$ cat src/common/dtst_cfg.svh
// offsets, field positions, reset values and timing counts of the timer
`ifndef DTST_CFG_SVH
`define DTST_CFG_SVH

// ----------------------------------------------------------------
// register map
// ----------------------------------------------------------------
`define DTST_AW 4
`define DTST_OFS_CTRL 4'h0
`define DTST_OFS_TALLY 4'h4
`define DTST_OFS_STATUS 4'h8
`define DTST_OFS_SOFT 4'hC

// ----------------------------------------------------------------
// reset values and field positions
// ----------------------------------------------------------------
`define DTST_CTRL_RST 8'h00
`define DTST_TALLY_RST 15'h0001
`define DTST_TALLY_MIN 15'h0001
`define DTST_SOFT_RST 3'h4
`define DTST_SOFT_TRIG 0
`define DTST_SOFT_ENA 1
`define DTST_SOFT_RUN 2
`define DTST_UNIT_MAX 3'h4

// ----------------------------------------------------------------
// time units in ms and the clock
// ----------------------------------------------------------------
`define DTST_UNIT_1_MS 14'h0001
`define DTST_UNIT_10_MS 14'h000A
`define DTST_UNIT_100_MS 14'h0064
`define DTST_UNIT_1000_MS 14'h03E8
`define DTST_UNIT_10000_MS 14'h2710
`define DTST_MS_NS 1000000
`define DTST_CLK_NS 20
`define DTST_MS_CYCLES (`DTST_MS_NS / `DTST_CLK_NS)

// ----------------------------------------------------------------
// bus answers
// ----------------------------------------------------------------
`define DTST_RESP_OKAY 2'h0
`define DTST_RESP_SLVERR 2'h2

`endif

$ cat src/common/dtst_pkg.sv
// types and shared functions of the delay-to-start timer
package dtst_pkg;
`include "dtst_cfg.svh"

    typedef enum logic [1:0] {
        ENA_ALWAYS,
        ENA_NEVER,
        ENA_PIN,
        ENA_SOFT
    } dtst_ena_sel_t;

    typedef enum logic [1:0] {
        TRIG_PIN,
        TRIG_NEST,
        TRIG_SOFT,
        TRIG_HIGH
    } dtst_trig_sel_t;

    typedef enum logic [2:0] {
        UNIT_1MS,
        UNIT_10MS,
        UNIT_100MS,
        UNIT_1000MS,
        UNIT_10000MS
    } dtst_unit_t;

    typedef enum {
        ST_IDLE,
        ST_RUN,
        ST_HOLD,
        ST_WAIT
    } dtst_state_t;

    typedef struct packed {
        logic invert;
        dtst_unit_t unit;
        dtst_trig_sel_t trigSel;
        dtst_ena_sel_t enaSel;
    } dtst_ctrl_t;

    typedef struct packed {
        logic fault;
        logic enabled;
        logic running;
        logic held;
        logic outLevel;
        logic [14:0] acc;
    } dtst_status_t;

    function automatic logic [13:0] dtst_unit_len(dtst_unit_t u);
        case (u)
            UNIT_1MS: dtst_unit_len = `DTST_UNIT_1_MS;
            UNIT_10MS: dtst_unit_len = `DTST_UNIT_10_MS;
            UNIT_100MS: dtst_unit_len = `DTST_UNIT_100_MS;
            UNIT_1000MS: dtst_unit_len = `DTST_UNIT_1000_MS;
            UNIT_10000MS: dtst_unit_len = `DTST_UNIT_10000_MS;
            default: dtst_unit_len = `DTST_UNIT_1_MS;
        endcase
    endfunction

    function automatic logic [31:0] dtst_merge(logic [31:0] old,
                                               logic [31:0] wd,
                                               logic [3:0] strb);
        logic [31:0] res;
        res = old;
        for (int i = 0; i < 4; i++) begin
            if (strb[i]) begin
                res[i*8 +: 8] = wd[i*8 +: 8];
            end
        end
        return res;
    endfunction

endpackage

$ cat src/dtst_timer.sv
// delay-to-start timer with an AXI4-Lite register slave
module dtst_timer #(
    parameter int unsigned MS_CYCLES = `DTST_MS_CYCLES
) (
    // clock and reset
    input wire logic ref_clk,
    input wire logic rst_n,
    // AXI4-Lite write
    input wire logic awvalid,
    output logic awready,
    input wire logic [`DTST_AW-1:0] awaddr,
    input wire logic wvalid,
    output logic wready,
    input wire logic [31:0] wdata,
    input wire logic [3:0] wstrb,
    output logic bvalid,
    input wire logic bready,
    output logic [1:0] bresp,
    // AXI4-Lite read
    input wire logic arvalid,
    output logic arready,
    input wire logic [`DTST_AW-1:0] araddr,
    output logic rvalid,
    input wire logic rready,
    output logic [31:0] rdata,
    output logic [1:0] rresp,
    // block inputs
    input wire logic trigPin,
    input wire logic enablePin,
    input wire logic timerReset_n,
    input wire logic faultPin,
    input wire logic nestOut,
    // block output
    output logic timerOut
);
    import dtst_pkg::*;

    // ----------------------------------------------------------------
    // reset and pin synchronisers
    // ----------------------------------------------------------------
    logic [1:0] rstSh_q;
    logic rstSync_n;
    logic [3:0] pinMeta_q;
    logic [3:0] pinSync_q;
    logic trigSync, enaSync, runSync, faultSync;

    always_ff @(posedge ref_clk or negedge rst_n) begin
        if (!rst_n) begin
            rstSh_q <= 2'h0;
        end else begin
            rstSh_q <= {rstSh_q[0], 1'b1};
        end
    end
    assign rstSync_n = rstSh_q[1];

    always_ff @(posedge ref_clk or negedge rstSync_n) begin
        if (!rstSync_n) begin
            pinMeta_q <= 4'h4;
            pinSync_q <= 4'h4;
        end else begin
            pinMeta_q <= {faultPin, timerReset_n, enablePin, trigPin};
            pinSync_q <= pinMeta_q;
        end
    end
    assign {faultSync, runSync, enaSync, trigSync} = pinSync_q;

    // ----------------------------------------------------------------
    // registers
    // ----------------------------------------------------------------
    dtst_ctrl_t ctrl_q;
    logic [14:0] tally_q;
    logic [2:0] soft_q;
    dtst_status_t status;
    dtst_state_t state_q;
    logic [14:0] acc_q;
    logic outQ;

    logic awHeld_q, wHeld_q, bvalid_q, rvalid_q;
    logic [`DTST_AW-1:0] awAddr_q;
    logic [31:0] wData_q, rdata_q;
    logic [3:0] wStrb_q;
    logic [1:0] bresp_q, rresp_q;
    logic doWrite;
    logic [31:0] wrCtrl, wrTally, wrSoft;
    logic wrOk;

    assign awready = !awHeld_q;
    assign wready = !wHeld_q;
    assign bvalid = bvalid_q;
    assign bresp = bresp_q;
    assign arready = !rvalid_q;
    assign rvalid = rvalid_q;
    assign rdata = rdata_q;
    assign rresp = rresp_q;
    assign doWrite = awHeld_q && wHeld_q && !bvalid_q;

    assign wrCtrl = dtst_merge({24'h000000, ctrl_q}, wData_q, wStrb_q);
    assign wrTally = dtst_merge({17'h00000, tally_q}, wData_q, wStrb_q);
    assign wrSoft = dtst_merge({29'h00000000, soft_q}, wData_q, wStrb_q);

    // bad unit codes and a zero tally are refused whole
    always_comb begin
        case (awAddr_q)
            `DTST_OFS_CTRL: wrOk = (wrCtrl[6:4] <= `DTST_UNIT_MAX);
            `DTST_OFS_TALLY: wrOk = (wrTally[14:0] >= `DTST_TALLY_MIN);
            `DTST_OFS_SOFT: wrOk = 1'b1;
            default: wrOk = 1'b0;
        endcase
    end

    always_ff @(posedge ref_clk or negedge rstSync_n) begin
        if (!rstSync_n) begin
            awHeld_q <= 1'b0;
            awAddr_q <= '0;
        end else if (awvalid && !awHeld_q) begin
            awHeld_q <= 1'b1;
            awAddr_q <= awaddr;
        end else if (doWrite) begin
            awHeld_q <= 1'b0;
        end
    end

    always_ff @(posedge ref_clk or negedge rstSync_n) begin
        if (!rstSync_n) begin
            wHeld_q <= 1'b0;
            wData_q <= '0;
            wStrb_q <= '0;
        end else if (wvalid && !wHeld_q) begin
            wHeld_q <= 1'b1;
            wData_q <= wdata;
            wStrb_q <= wstrb;
        end else if (doWrite) begin
            wHeld_q <= 1'b0;
        end
    end

    always_ff @(posedge ref_clk or negedge rstSync_n) begin
        if (!rstSync_n) begin
            bvalid_q <= 1'b0;
            bresp_q <= `DTST_RESP_OKAY;
        end else if (doWrite) begin
            bvalid_q <= 1'b1;
            bresp_q <= wrOk ? `DTST_RESP_OKAY : `DTST_RESP_SLVERR;
        end else if (bready) begin
            bvalid_q <= 1'b0;
        end
    end

    always_ff @(posedge ref_clk or negedge rstSync_n) begin
        if (!rstSync_n) begin
            ctrl_q <= `DTST_CTRL_RST;
            tally_q <= `DTST_TALLY_RST;
            soft_q <= `DTST_SOFT_RST;
        end else if (doWrite && wrOk) begin
            case (awAddr_q)
                `DTST_OFS_CTRL: ctrl_q <= wrCtrl[7:0];
                `DTST_OFS_TALLY: tally_q <= wrTally[14:0];
                `DTST_OFS_SOFT: soft_q <= wrSoft[2:0];
                default: ctrl_q <= ctrl_q;
            endcase
        end
    end

    always_ff @(posedge ref_clk or negedge rstSync_n) begin
        if (!rstSync_n) begin
            rvalid_q <= 1'b0;
            rdata_q <= '0;
            rresp_q <= `DTST_RESP_OKAY;
        end else if (arvalid && !rvalid_q) begin
            rvalid_q <= 1'b1;
            rresp_q <= `DTST_RESP_OKAY;
            case (araddr)
                `DTST_OFS_CTRL: rdata_q <= {24'h000000, ctrl_q};
                `DTST_OFS_TALLY: rdata_q <= {17'h00000, tally_q};
                `DTST_OFS_STATUS: rdata_q <= {12'h000, status};
                `DTST_OFS_SOFT: rdata_q <= {29'h00000000, soft_q};
                default: begin
                    rdata_q <= '0;
                    rresp_q <= `DTST_RESP_SLVERR;
                end
            endcase
        end else if (rready) begin
            rvalid_q <= 1'b0;
        end
    end

    // ----------------------------------------------------------------
    // input selection and edges
    // ----------------------------------------------------------------
    logic trig, en, tmrRun, held;
    logic trigPrev_q, enPrev_q, faultPrev_q;
    logic rise, enRise, start, ok, unitTick;

    always_comb begin
        case (ctrl_q.trigSel)
            TRIG_PIN: trig = trigSync;
            TRIG_NEST: trig = nestOut;
            TRIG_SOFT: trig = soft_q[`DTST_SOFT_TRIG];
            TRIG_HIGH: trig = 1'b1;
            default: trig = 1'b0;
        endcase
        case (ctrl_q.enaSel)
            ENA_ALWAYS: en = 1'b1;
            ENA_NEVER: en = 1'b0;
            ENA_PIN: en = enaSync;
            ENA_SOFT: en = soft_q[`DTST_SOFT_ENA];
            default: en = 1'b0;
        endcase
    end

    assign tmrRun = runSync && soft_q[`DTST_SOFT_RUN];
    assign ok = tmrRun && !faultSync && !faultPrev_q;
    // inputs are sampled while disabled; starting from idle and updating timerOut wait on enable
    always_ff @(posedge ref_clk or negedge rstSync_n) begin
        if (!rstSync_n) begin
            trigPrev_q <= 1'b0;
            enPrev_q <= 1'b0;
            faultPrev_q <= 1'b0;
        end else begin
            trigPrev_q <= trig;
            enPrev_q <= en;
            faultPrev_q <= faultSync;
        end
    end
    assign rise = trig && !trigPrev_q;
    // a trigger already high at enable acts as an edge; relies on
    assign enRise = en && !enPrev_q;
    assign start = en && (rise || (enRise && trig));

    // ----------------------------------------------------------------
    // accumulator and state
    // ----------------------------------------------------------------
    dtst_tick_gen #(
        .MS_CYCLES(MS_CYCLES)
    ) u_tick (
        .ref_clk(ref_clk),
        .rstSync_n(rstSync_n),
        .clr(state_q != ST_RUN),
        .freeze(faultSync),
        .unit(ctrl_q.unit),
        .unitTick(unitTick)
    );

    always_ff @(posedge ref_clk or negedge rstSync_n) begin
        if (!rstSync_n) begin
            state_q <= ST_IDLE;
            acc_q <= '0;
        end else if (faultSync) begin
            state_q <= state_q;
        end else if (faultPrev_q) begin
            state_q <= ST_IDLE;
            acc_q <= '0;
        end else if (!tmrRun) begin
            state_q <= ST_WAIT;
            acc_q <= '0;
        end else begin
            case (state_q)
                ST_WAIT: begin
                    state_q <= trig ? ST_RUN : ST_IDLE;
                    acc_q <= '0;
                end
                ST_IDLE: begin
                    if (start) begin
                        state_q <= ST_RUN;
                        acc_q <= '0;
                    end
                end
                ST_RUN: begin
                    if (!trig) begin
                        state_q <= ST_IDLE;
                        acc_q <= '0;
                    end else if (acc_q >= tally_q) begin
                        state_q <= ST_HOLD;
                        acc_q <= tally_q;
                    end else if (unitTick) begin
                        acc_q <= acc_q + 15'h0001;
                        if (acc_q + 15'h0001 == tally_q) begin
                            state_q <= ST_HOLD;
                        end
                    end
                end
                ST_HOLD: begin
                    if (!trig) begin
                        state_q <= ST_IDLE;
                        acc_q <= '0;
                    end
                end
                default: begin
                    state_q <= ST_IDLE;
                    acc_q <= '0;
                end
            endcase
        end
    end

    // ----------------------------------------------------------------
    // output
    // ----------------------------------------------------------------
    assign held = (state_q == ST_HOLD);

    // stays low from power-up until the first enabled update
    always_ff @(posedge ref_clk or negedge rstSync_n) begin
        if (!rstSync_n) begin
            outQ <= 1'b0;
        end else if (en && !faultSync) begin
            outQ <= held ^ ctrl_q.invert;
        end
    end
    assign timerOut = outQ;

    assign status = '{fault: faultSync, enabled: en,
                      running: (state_q == ST_RUN), held: held,
                      outLevel: outQ, acc: acc_q};

    logic [14:0] accPrev_q;
    always_ff @(posedge ref_clk or negedge rstSync_n) begin
        if (!rstSync_n) begin
            accPrev_q <= '0;
        end else begin
            accPrev_q <= acc_q;
        end
    end
endmodule

$ cat src/dtst_tick_gen.sv
// millisecond prescaler and time-unit scaler of the timer
module dtst_tick_gen #(
    parameter int unsigned MS_CYCLES = `DTST_MS_CYCLES
) (
    // clock and reset
    input wire logic ref_clk,
    input wire logic rstSync_n,
    // control
    input wire logic clr,
    input wire logic freeze,
    input wire dtst_pkg::dtst_unit_t unit,
    // strobe
    output logic unitTick
);
    import dtst_pkg::*;

    localparam int MSW = (MS_CYCLES > 1) ? $clog2(MS_CYCLES) : 1;

    logic [MSW-1:0] msCnt_q;
    logic [13:0] unitCnt_q;
    logic msTick;
    logic [13:0] unitLen;

    // ----------------------------------------------------------------
    // 1 ms tick
    // ----------------------------------------------------------------
    assign msTick = !freeze && (msCnt_q == MSW'(MS_CYCLES - 1));

    // cleared on start so the first unit is never short
    always_ff @(posedge ref_clk or negedge rstSync_n) begin
        if (!rstSync_n) begin
            msCnt_q <= '0;
        end else if (clr) begin
            msCnt_q <= '0;
        end else if (msTick) begin
            msCnt_q <= '0;
        end else if (!freeze) begin
            msCnt_q <= msCnt_q + MSW'(1);
        end
    end

    // ----------------------------------------------------------------
    // unit scaler
    // ----------------------------------------------------------------
    assign unitLen = dtst_unit_len(unit);
    assign unitTick = msTick && (unitCnt_q >= unitLen - 14'h0001);

    always_ff @(posedge ref_clk or negedge rstSync_n) begin
        if (!rstSync_n) begin
            unitCnt_q <= '0;
        end else if (clr || unitTick) begin
            unitCnt_q <= '0;
        end else if (msTick) begin
            unitCnt_q <= unitCnt_q + 14'h0001;
        end
    end

endmodule

$ cat config.mk
export PLATFORM = sky130hd
export DESIGN_NAME = dtst_timer
export DESIGN_NICKNAME = d
export VERILOG_FILES = /design/src/common/dtst_pkg.sv /design/src/dtst_timer.sv /design/src/dtst_tick_gen.sv
export VERILOG_INCLUDE_DIRS = /design/src /design/src/common
export SDC_FILE = /design/constraint.sdc
export NUM_CORES = 1
export LEC_CHECK = 0
export BUFFER_PORTS_ARGS = -buffer_cell sky130_fd_sc_hd__buf_2
export CAP_MARGIN = 10
export CORE_MARGIN = 2
export CORE_UTILIZATION = 32
export CTS_CLUSTER_SIZE = 25
export DETAILED_ROUTE_END_ITERATION = 8
export MAX_ROUTING_LAYER = met4
export SLEW_MARGIN = 30
export SYNTH_ARGS = -nofsm -noshare
export SYNTH_HDL_FRONTEND = slang
export SYNTH_HIERARCHICAL = 1
export SYNTH_SLANG_ARGS = --single-unit
$ cat constraint.sdc
create_clock -name ref_clk -period 5.17 [get_ports ref_clk]
set_input_delay 0.517 -clock ref_clk [delete_from_list [all_inputs] [get_ports ref_clk]]
set_output_delay 0.517 -clock ref_clk [all_outputs]
set_load 0.005 [all_outputs]
# After elaboration in Yosys (flattened, before gate mapping)
# Index checks and enable logic that the tools add are counted.
# word_totals
in_bits	56
output_inout_bits	42
regBits	178
word_cells	145
# classes
n_eq_ne	28
n_bitwise	2
addsub	4
n_mux	40
order_cmp	4
n_reduce_logical	40
# op_table
op	n
$mux 32	8
$pmux 32 s4	1
$mux 15	7
$eq 32x2->1 const B	3
$pmux 20 s4	1
$pmux 14 s4	1
$mux 16	3
$pmux 15 s3	1
$eq 32x1->1 const B	1
$eq 32x3->1 const B	1
$logic_not 32->1	1
$ne 32x2->1 const B	1
$mux 14	2
$add 16x1->16 const B	1
$eq 16x16->1 const B	1
$add 15x1->15 const B	1
$eq 15x15->1	1
$ge 15x1->1 const B	1
$ge 15x15->1	1
$add 14x1->14 const B	1
$ge 14x14->1	1
$logic_and 1x1->1	14
$mux 7	2
$sub 14x1->14 const B	1
other kinds (29)	62

# Depth between registers and ports, before layout
# logic_depth
depth_word	11
ltp_mapped	14
depth_no_buf	11

# Hierarchy
# Netlist, hierarchy kept.
# modules_own_cells
module	seq_area_each_um2	area_each_um2	cells_per_inst	instances
dtst_timer	2607.5	5522.8	545	1
dtst_tick_gen	750.7	1956.9	217	1

# Worst setup path before layout
# OpenSTA, ideal clock, no wires.
# synth_timing
path_kind	register to register
start	register ctrl_q[4] in the netlist's numbering
end	register acc_q[10]
t_arrival_ps	3248
n_path_buf	3
path_slack_ps	1784
stages_incl_launch_ff	15
setup_time_ps	138
period_less_slack_ps	3386
t_required_ps	5032
cell_sequence	dfrtp_1 nor2_1 nand2_1 and2_1 ha_1 a211oi_1 nor2b_1 o311ai_0 a21oi_1 clkbuf_1 o31ai_1 or2_2 clkbuf_1 clkbuf_1 o22ai_1
# synth_via
elab_chain_cells	7
word_cells_on_any_way	10
classes_between	add/sub: 1; order compare: 1; eq/ne: 5; mux: 1; reduce/logical: 2
# synth_lines
element	line	source
start: declaration	dtst_timer.sv:70	dtst_ctrl_t ctrl_q;
start signal: assignment	dtst_timer.sv:151	ctrl_q <= `DTST_CTRL_RST;
start signal: assignment	dtst_timer.sv:156	`DTST_OFS_CTRL: ctrl_q <= wrCtrl[7:0];
start signal: assignment	dtst_timer.sv:159	default: ctrl_q <= ctrl_q;
$eq 3x3->1 (tied with other cells)	dtst_pkg.sv:51	case (u)
$pmux 14 s4 *	dtst_pkg.sv:51	
$sub 14x1->14 *	dtst_tick_gen.sv:46	assign unitTick = msTick && (unitCnt_q >= unitLen - 14'h0001);
$ge 14x14->1 *	dtst_tick_gen.sv:46	
$logic_and 1x1->1 *	dtst_tick_gen.sv:46	
net unitTick	dtst_timer.sv:192	logic rise, enRise, start, ok, unitTick;
$ne 6x5->1 (no source line) *	--	
$reduce_and 4->1 (no source line) *	--	
end signal: assignment	dtst_timer.sv:274	acc_q <= tally_q;
end signal: assignment	dtst_timer.sv:276	acc_q <= acc_q + 15'h0001;
end: declaration	dtst_timer.sv:75	logic [14:0] acc_q;
# Mark *: on every way through the listed nets, which the timed path passes. The rest lies on a longest branch.
# A chain may end at the register's enable or synchronous reset.

# Final worst setup path
# layout_timing
start	register ctrl_q[4] in the netlist's numbering
end	register acc_q[1]
# Same word-level chain as after synthesis.

==> results.py <==
metrics = {
    "place": {
        "dpl.cell_count": 1105,
        "io_buffers": 64,
        "dpl.hpwl_um": 12700,
        "place_congestion": 0.851,
        "dp_slack_ns": 1.63,
    },
    "clocking": {
        "path_clk_slew_ns": 0.06,
        "h-tree-depth": 4,
        "postCtsSetupBuffers": 0,
        "cts_tree": "done",
        "cts_made_buffers": 17,
        "cts_root_buf": "clkbuf_16",
        "clock_latency_ns": 0.42,
        "clock_path_buffers": 2,
        "cts.sinks": 134,
    },
    "worst_setup_path": {
        "crit_path_max_incr_delay_ns": 0.57,
        "critPathMaxFanout": 22,
        "slowest_stage": "o311ai_0",
        "worstSetupStartpointType": "flip-flop",
        "worst-path-stages": 12,
        "critical_path_class": "reg2reg",
        "rr_worst_depth": 12,
        "setup.worst_path.end_class": "flip-flop",
        "critical_path.endpoint": "acc_q[1]",
        "startpoint": "ctrl_q[4]",
        "arrival_ns": 3.86,
        "cp.required_ns": 5.46,
        "rr_startpoint": "ctrl_q[4]",
        "r2r-end": "acc_q[1]",
        "cp_top_family": "compound AO/OA/AOI/OAI gates",
        "r2r_slack_ns": 1.59,
        "path_buf_inv": 1,
        "path_cells": "nor2_1 -> nand2_1 -> and2_1 -> ha_1 -> a211oi_1 -> nor2b_1 -> o311ai_0 -> a21oi_1 -> o31ai_2 -> buf_4 -> or2_2 -> o21ai_0",
    },
    "logic_synthesis": {
        "synth_compound_area_frac": 0.152,
        "synth_top_family_by_area": "simple AND/OR/NAND/NOR gates",
        "netlist_instances": 762,
        "synth-seq-area-share": 0.449,
        "synth_top_flop_cell": "dfrtp_1",
        "synth_fa_ha_area_frac": 0.0519,
        "netlist_area_um2": 7480,
        "async_flop_share": 1.00,
        "synth-simple-area-share": 0.162,
        "ys_types": 68,
        "synthXorXnorAreaFrac": 0.0363,
        "yosysWarnings": 6,
        "synth_edf_count": 0,
        "muxShareOfSynthArea": 0.0863,
        "syn_avg_cell_area_um2": 9.82,
        "yosys_register_bits": 134,
    },
    "floorplan": {
        "row_count": 55,
        "core_um2": 22800,
        "num_io_pins": 98,
        "dieArea_um2": 24600,
        "die_h_um": 157,
        "initial_core_util": 0.328,
        "die_w_um": 157,
    },
    "power_and_ir_drop": {
        "power_leakage_uw": 0.00368,
        "vdd_ir_drop_max_v": 0.000349,
        "p_total_uw": 4110,
        "power.density_nw_per_um2": 474,
    },
    "timing": {
        "setup_ws_ns": 1.59,
        "layout_min_cycle_time_ns": 3.58,
        "finalSetupViolCount": 0,
        "skew_ns": 0.00914,
        "slew_viol_final": 0,
        "fmax_ghz": 0.280,
        "rsz0062_at_grt": "false",
        "maxSlewHeadroom": 0.411,
        "final.setup.tns_ns": 0,
        "hold_viol": 0,
        "worst_pin_slew_ns": 0.877,
        "fin_crit_sh": 0.691,
    },
    "route": {
        "wire_per_inst_um": 15.9,
        "num_vias": 5910,
        "post-route-drc-count": 0,
        "drtAntennaViolNets": 0,
        "drt_wl_total_um": 18100,
        "vias_per_cell": 5.19,
        "first_pass_iters": 6,
        "drtIter0Drc": 453,
    },
    "grt": {
        "antenna_found_initial": 0,
        "overflow": 0,
        "grt_pass1_vias": 5766,
        "grt_pass1_wl_um": 30700,
        "track_usage": 0.162,
        "grt_max_degree": 54,
    },
    "finish": {
        "final_common_cell": "dfrtp_1",
        "antennaDiodeCount": 0,
        "final_cell_mix": "dfrtp_1, buf_2, nand2_1, a21oi_1, inv_1",
        "final_nets": 899,
        "drive_above_1_share": 0.207,
        "stdcell_count": 1138,
        "area_growth_pct": 15.8,
        "regArea_um2": 3360,
        "multiInputGateArea_um2": 3740,
        "fillCellCount": 2276,
        "fin_util": 0.380,
    },
    "run_status": {
        "status": "finished clean",
    },
    "run": {
        "cap_violations": 0,
    },
    "hold_path": {
        "hold_path.class": "in2reg",
    },
}
## repair_timing
item / in CTS / in global routing
resized for setup: 0 / 0
hold buffers: 1 / 0
hold endpoints to repair: 2 / 0
## layer usage
metal | vias up | global-route usage | part of all wire
met1 | 2870 | 0.233 | 0.50
met3 | 28 | 0.0288 | 0.045
met2 | 161 | 0.229 | 0.44
met4 | 0 | 0.0520 | 0.015
li1 | 2851 | - | -
met5 | - | - | 0
## through the flow
| step | hold WS (ns) | instance area [µm²] |
|---|---|---|
| 2_1_floorplan | 0.221 | 7530 |
| 5_1_grt | 0.180 | 8660 |
| 4_1_cts | 0.175 | 8660 |
| 3_3_place_gp | 0.312 | 8040 |
| 3_5_place_dp | 0.310 | 8040 |
| 6_report | 0.196 | 8660 |
## cell type report
type                       instances  share of cell area
tap                              313              0.0452
inverter                          47              0.0204
sequential                       134               0.388
clock inverter                    13              0.0199
multi-input combinational        540               0.432
timing repair buffer              72              0.0442
clock buffer                      19              0.0500
## state kept, by name, indices dropped and copies added (netlist names), 2 cells and up
register          cells
rstSh_q               2
wStrb_q               2
awAddr_q              4
u_tick/unitCnt_q     14
wData_q              15
pinSync_q             4
rdata                20
acc_q                15
state_q               2
ctrl_q                8
pinMeta_q             4
tally_q              15
u_tick/msCnt_q       16
soft_q                3
## Yosys cell counts (all sizes together) (6+ instances only)
| master | n | share of area |
|---|---|---|
| nor4 | 7 | 0.0079 |
| buf | 20 | 0.019 |
| a21oi | 57 | 0.039 |
| and2 | 7 | 0.0059 |
| o22ai | 16 | 0.013 |
| nand4 | 21 | 0.018 |
| nand2b | 8 | 0.0067 |
| inv | 47 | 0.024 |
| nand2 | 56 | 0.028 |
| nor2 | 30 | 0.015 |
| xor2 | 12 | 0.014 |
| o21ai | 44 | 0.029 |
| mux2i | 6 | 0.0080 |
| nand3 | 19 | 0.013 |
| nor3 | 19 | 0.013 |
| a211oi | 16 | 0.016 |
| nor2b | 10 | 0.0084 |
| and3 | 11 | 0.0095 |
| or3 | 15 | 0.013 |
| dfrtp | 130 | 0.43 |
| clkbuf | 35 | 0.018 |
| o31ai | 8 | 0.0080 |
| ha | 31 | 0.052 |
| a22oi | 8 | 0.0080 |
| or4 | 7 | 0.0075 |
| xnor2 | 19 | 0.022 |
| mux2 | 46 | 0.069 |
## report_power, final
part           switching [µW]  internal (µW)
sequential                282           1260
combinational             754            554
clock                     496            765
total                    1530           2580
## how the worst min path moves through the flow
stage	cells after the start	start	end	slack [ns]
after floorplan	0	rst_n	rstSh_q[0]	0.22
after global placement	1	rst_n	rstSh_q[0]	0.31
after detailed placement	1	rst_n	rstSh_q[0]	0.31
after CTS	1	timerReset_n	pinMeta_q[2]	0.18
after global routing	1	timerReset_n	pinMeta_q[2]	0.18
final	1	timerReset_n	pinMeta_q[2]	0.20
## cell families (layout without fill, tap and decap cells)
family	after synthesis	in the layout
flops	134	134
mux	55	55
buf+inv	102	151
compound gates	182	182
other cells	3	17
simple gates	224	224
fa+ha+maj	31	31
xor+xnor	31	31
Power figures use the tool's default switching activity.
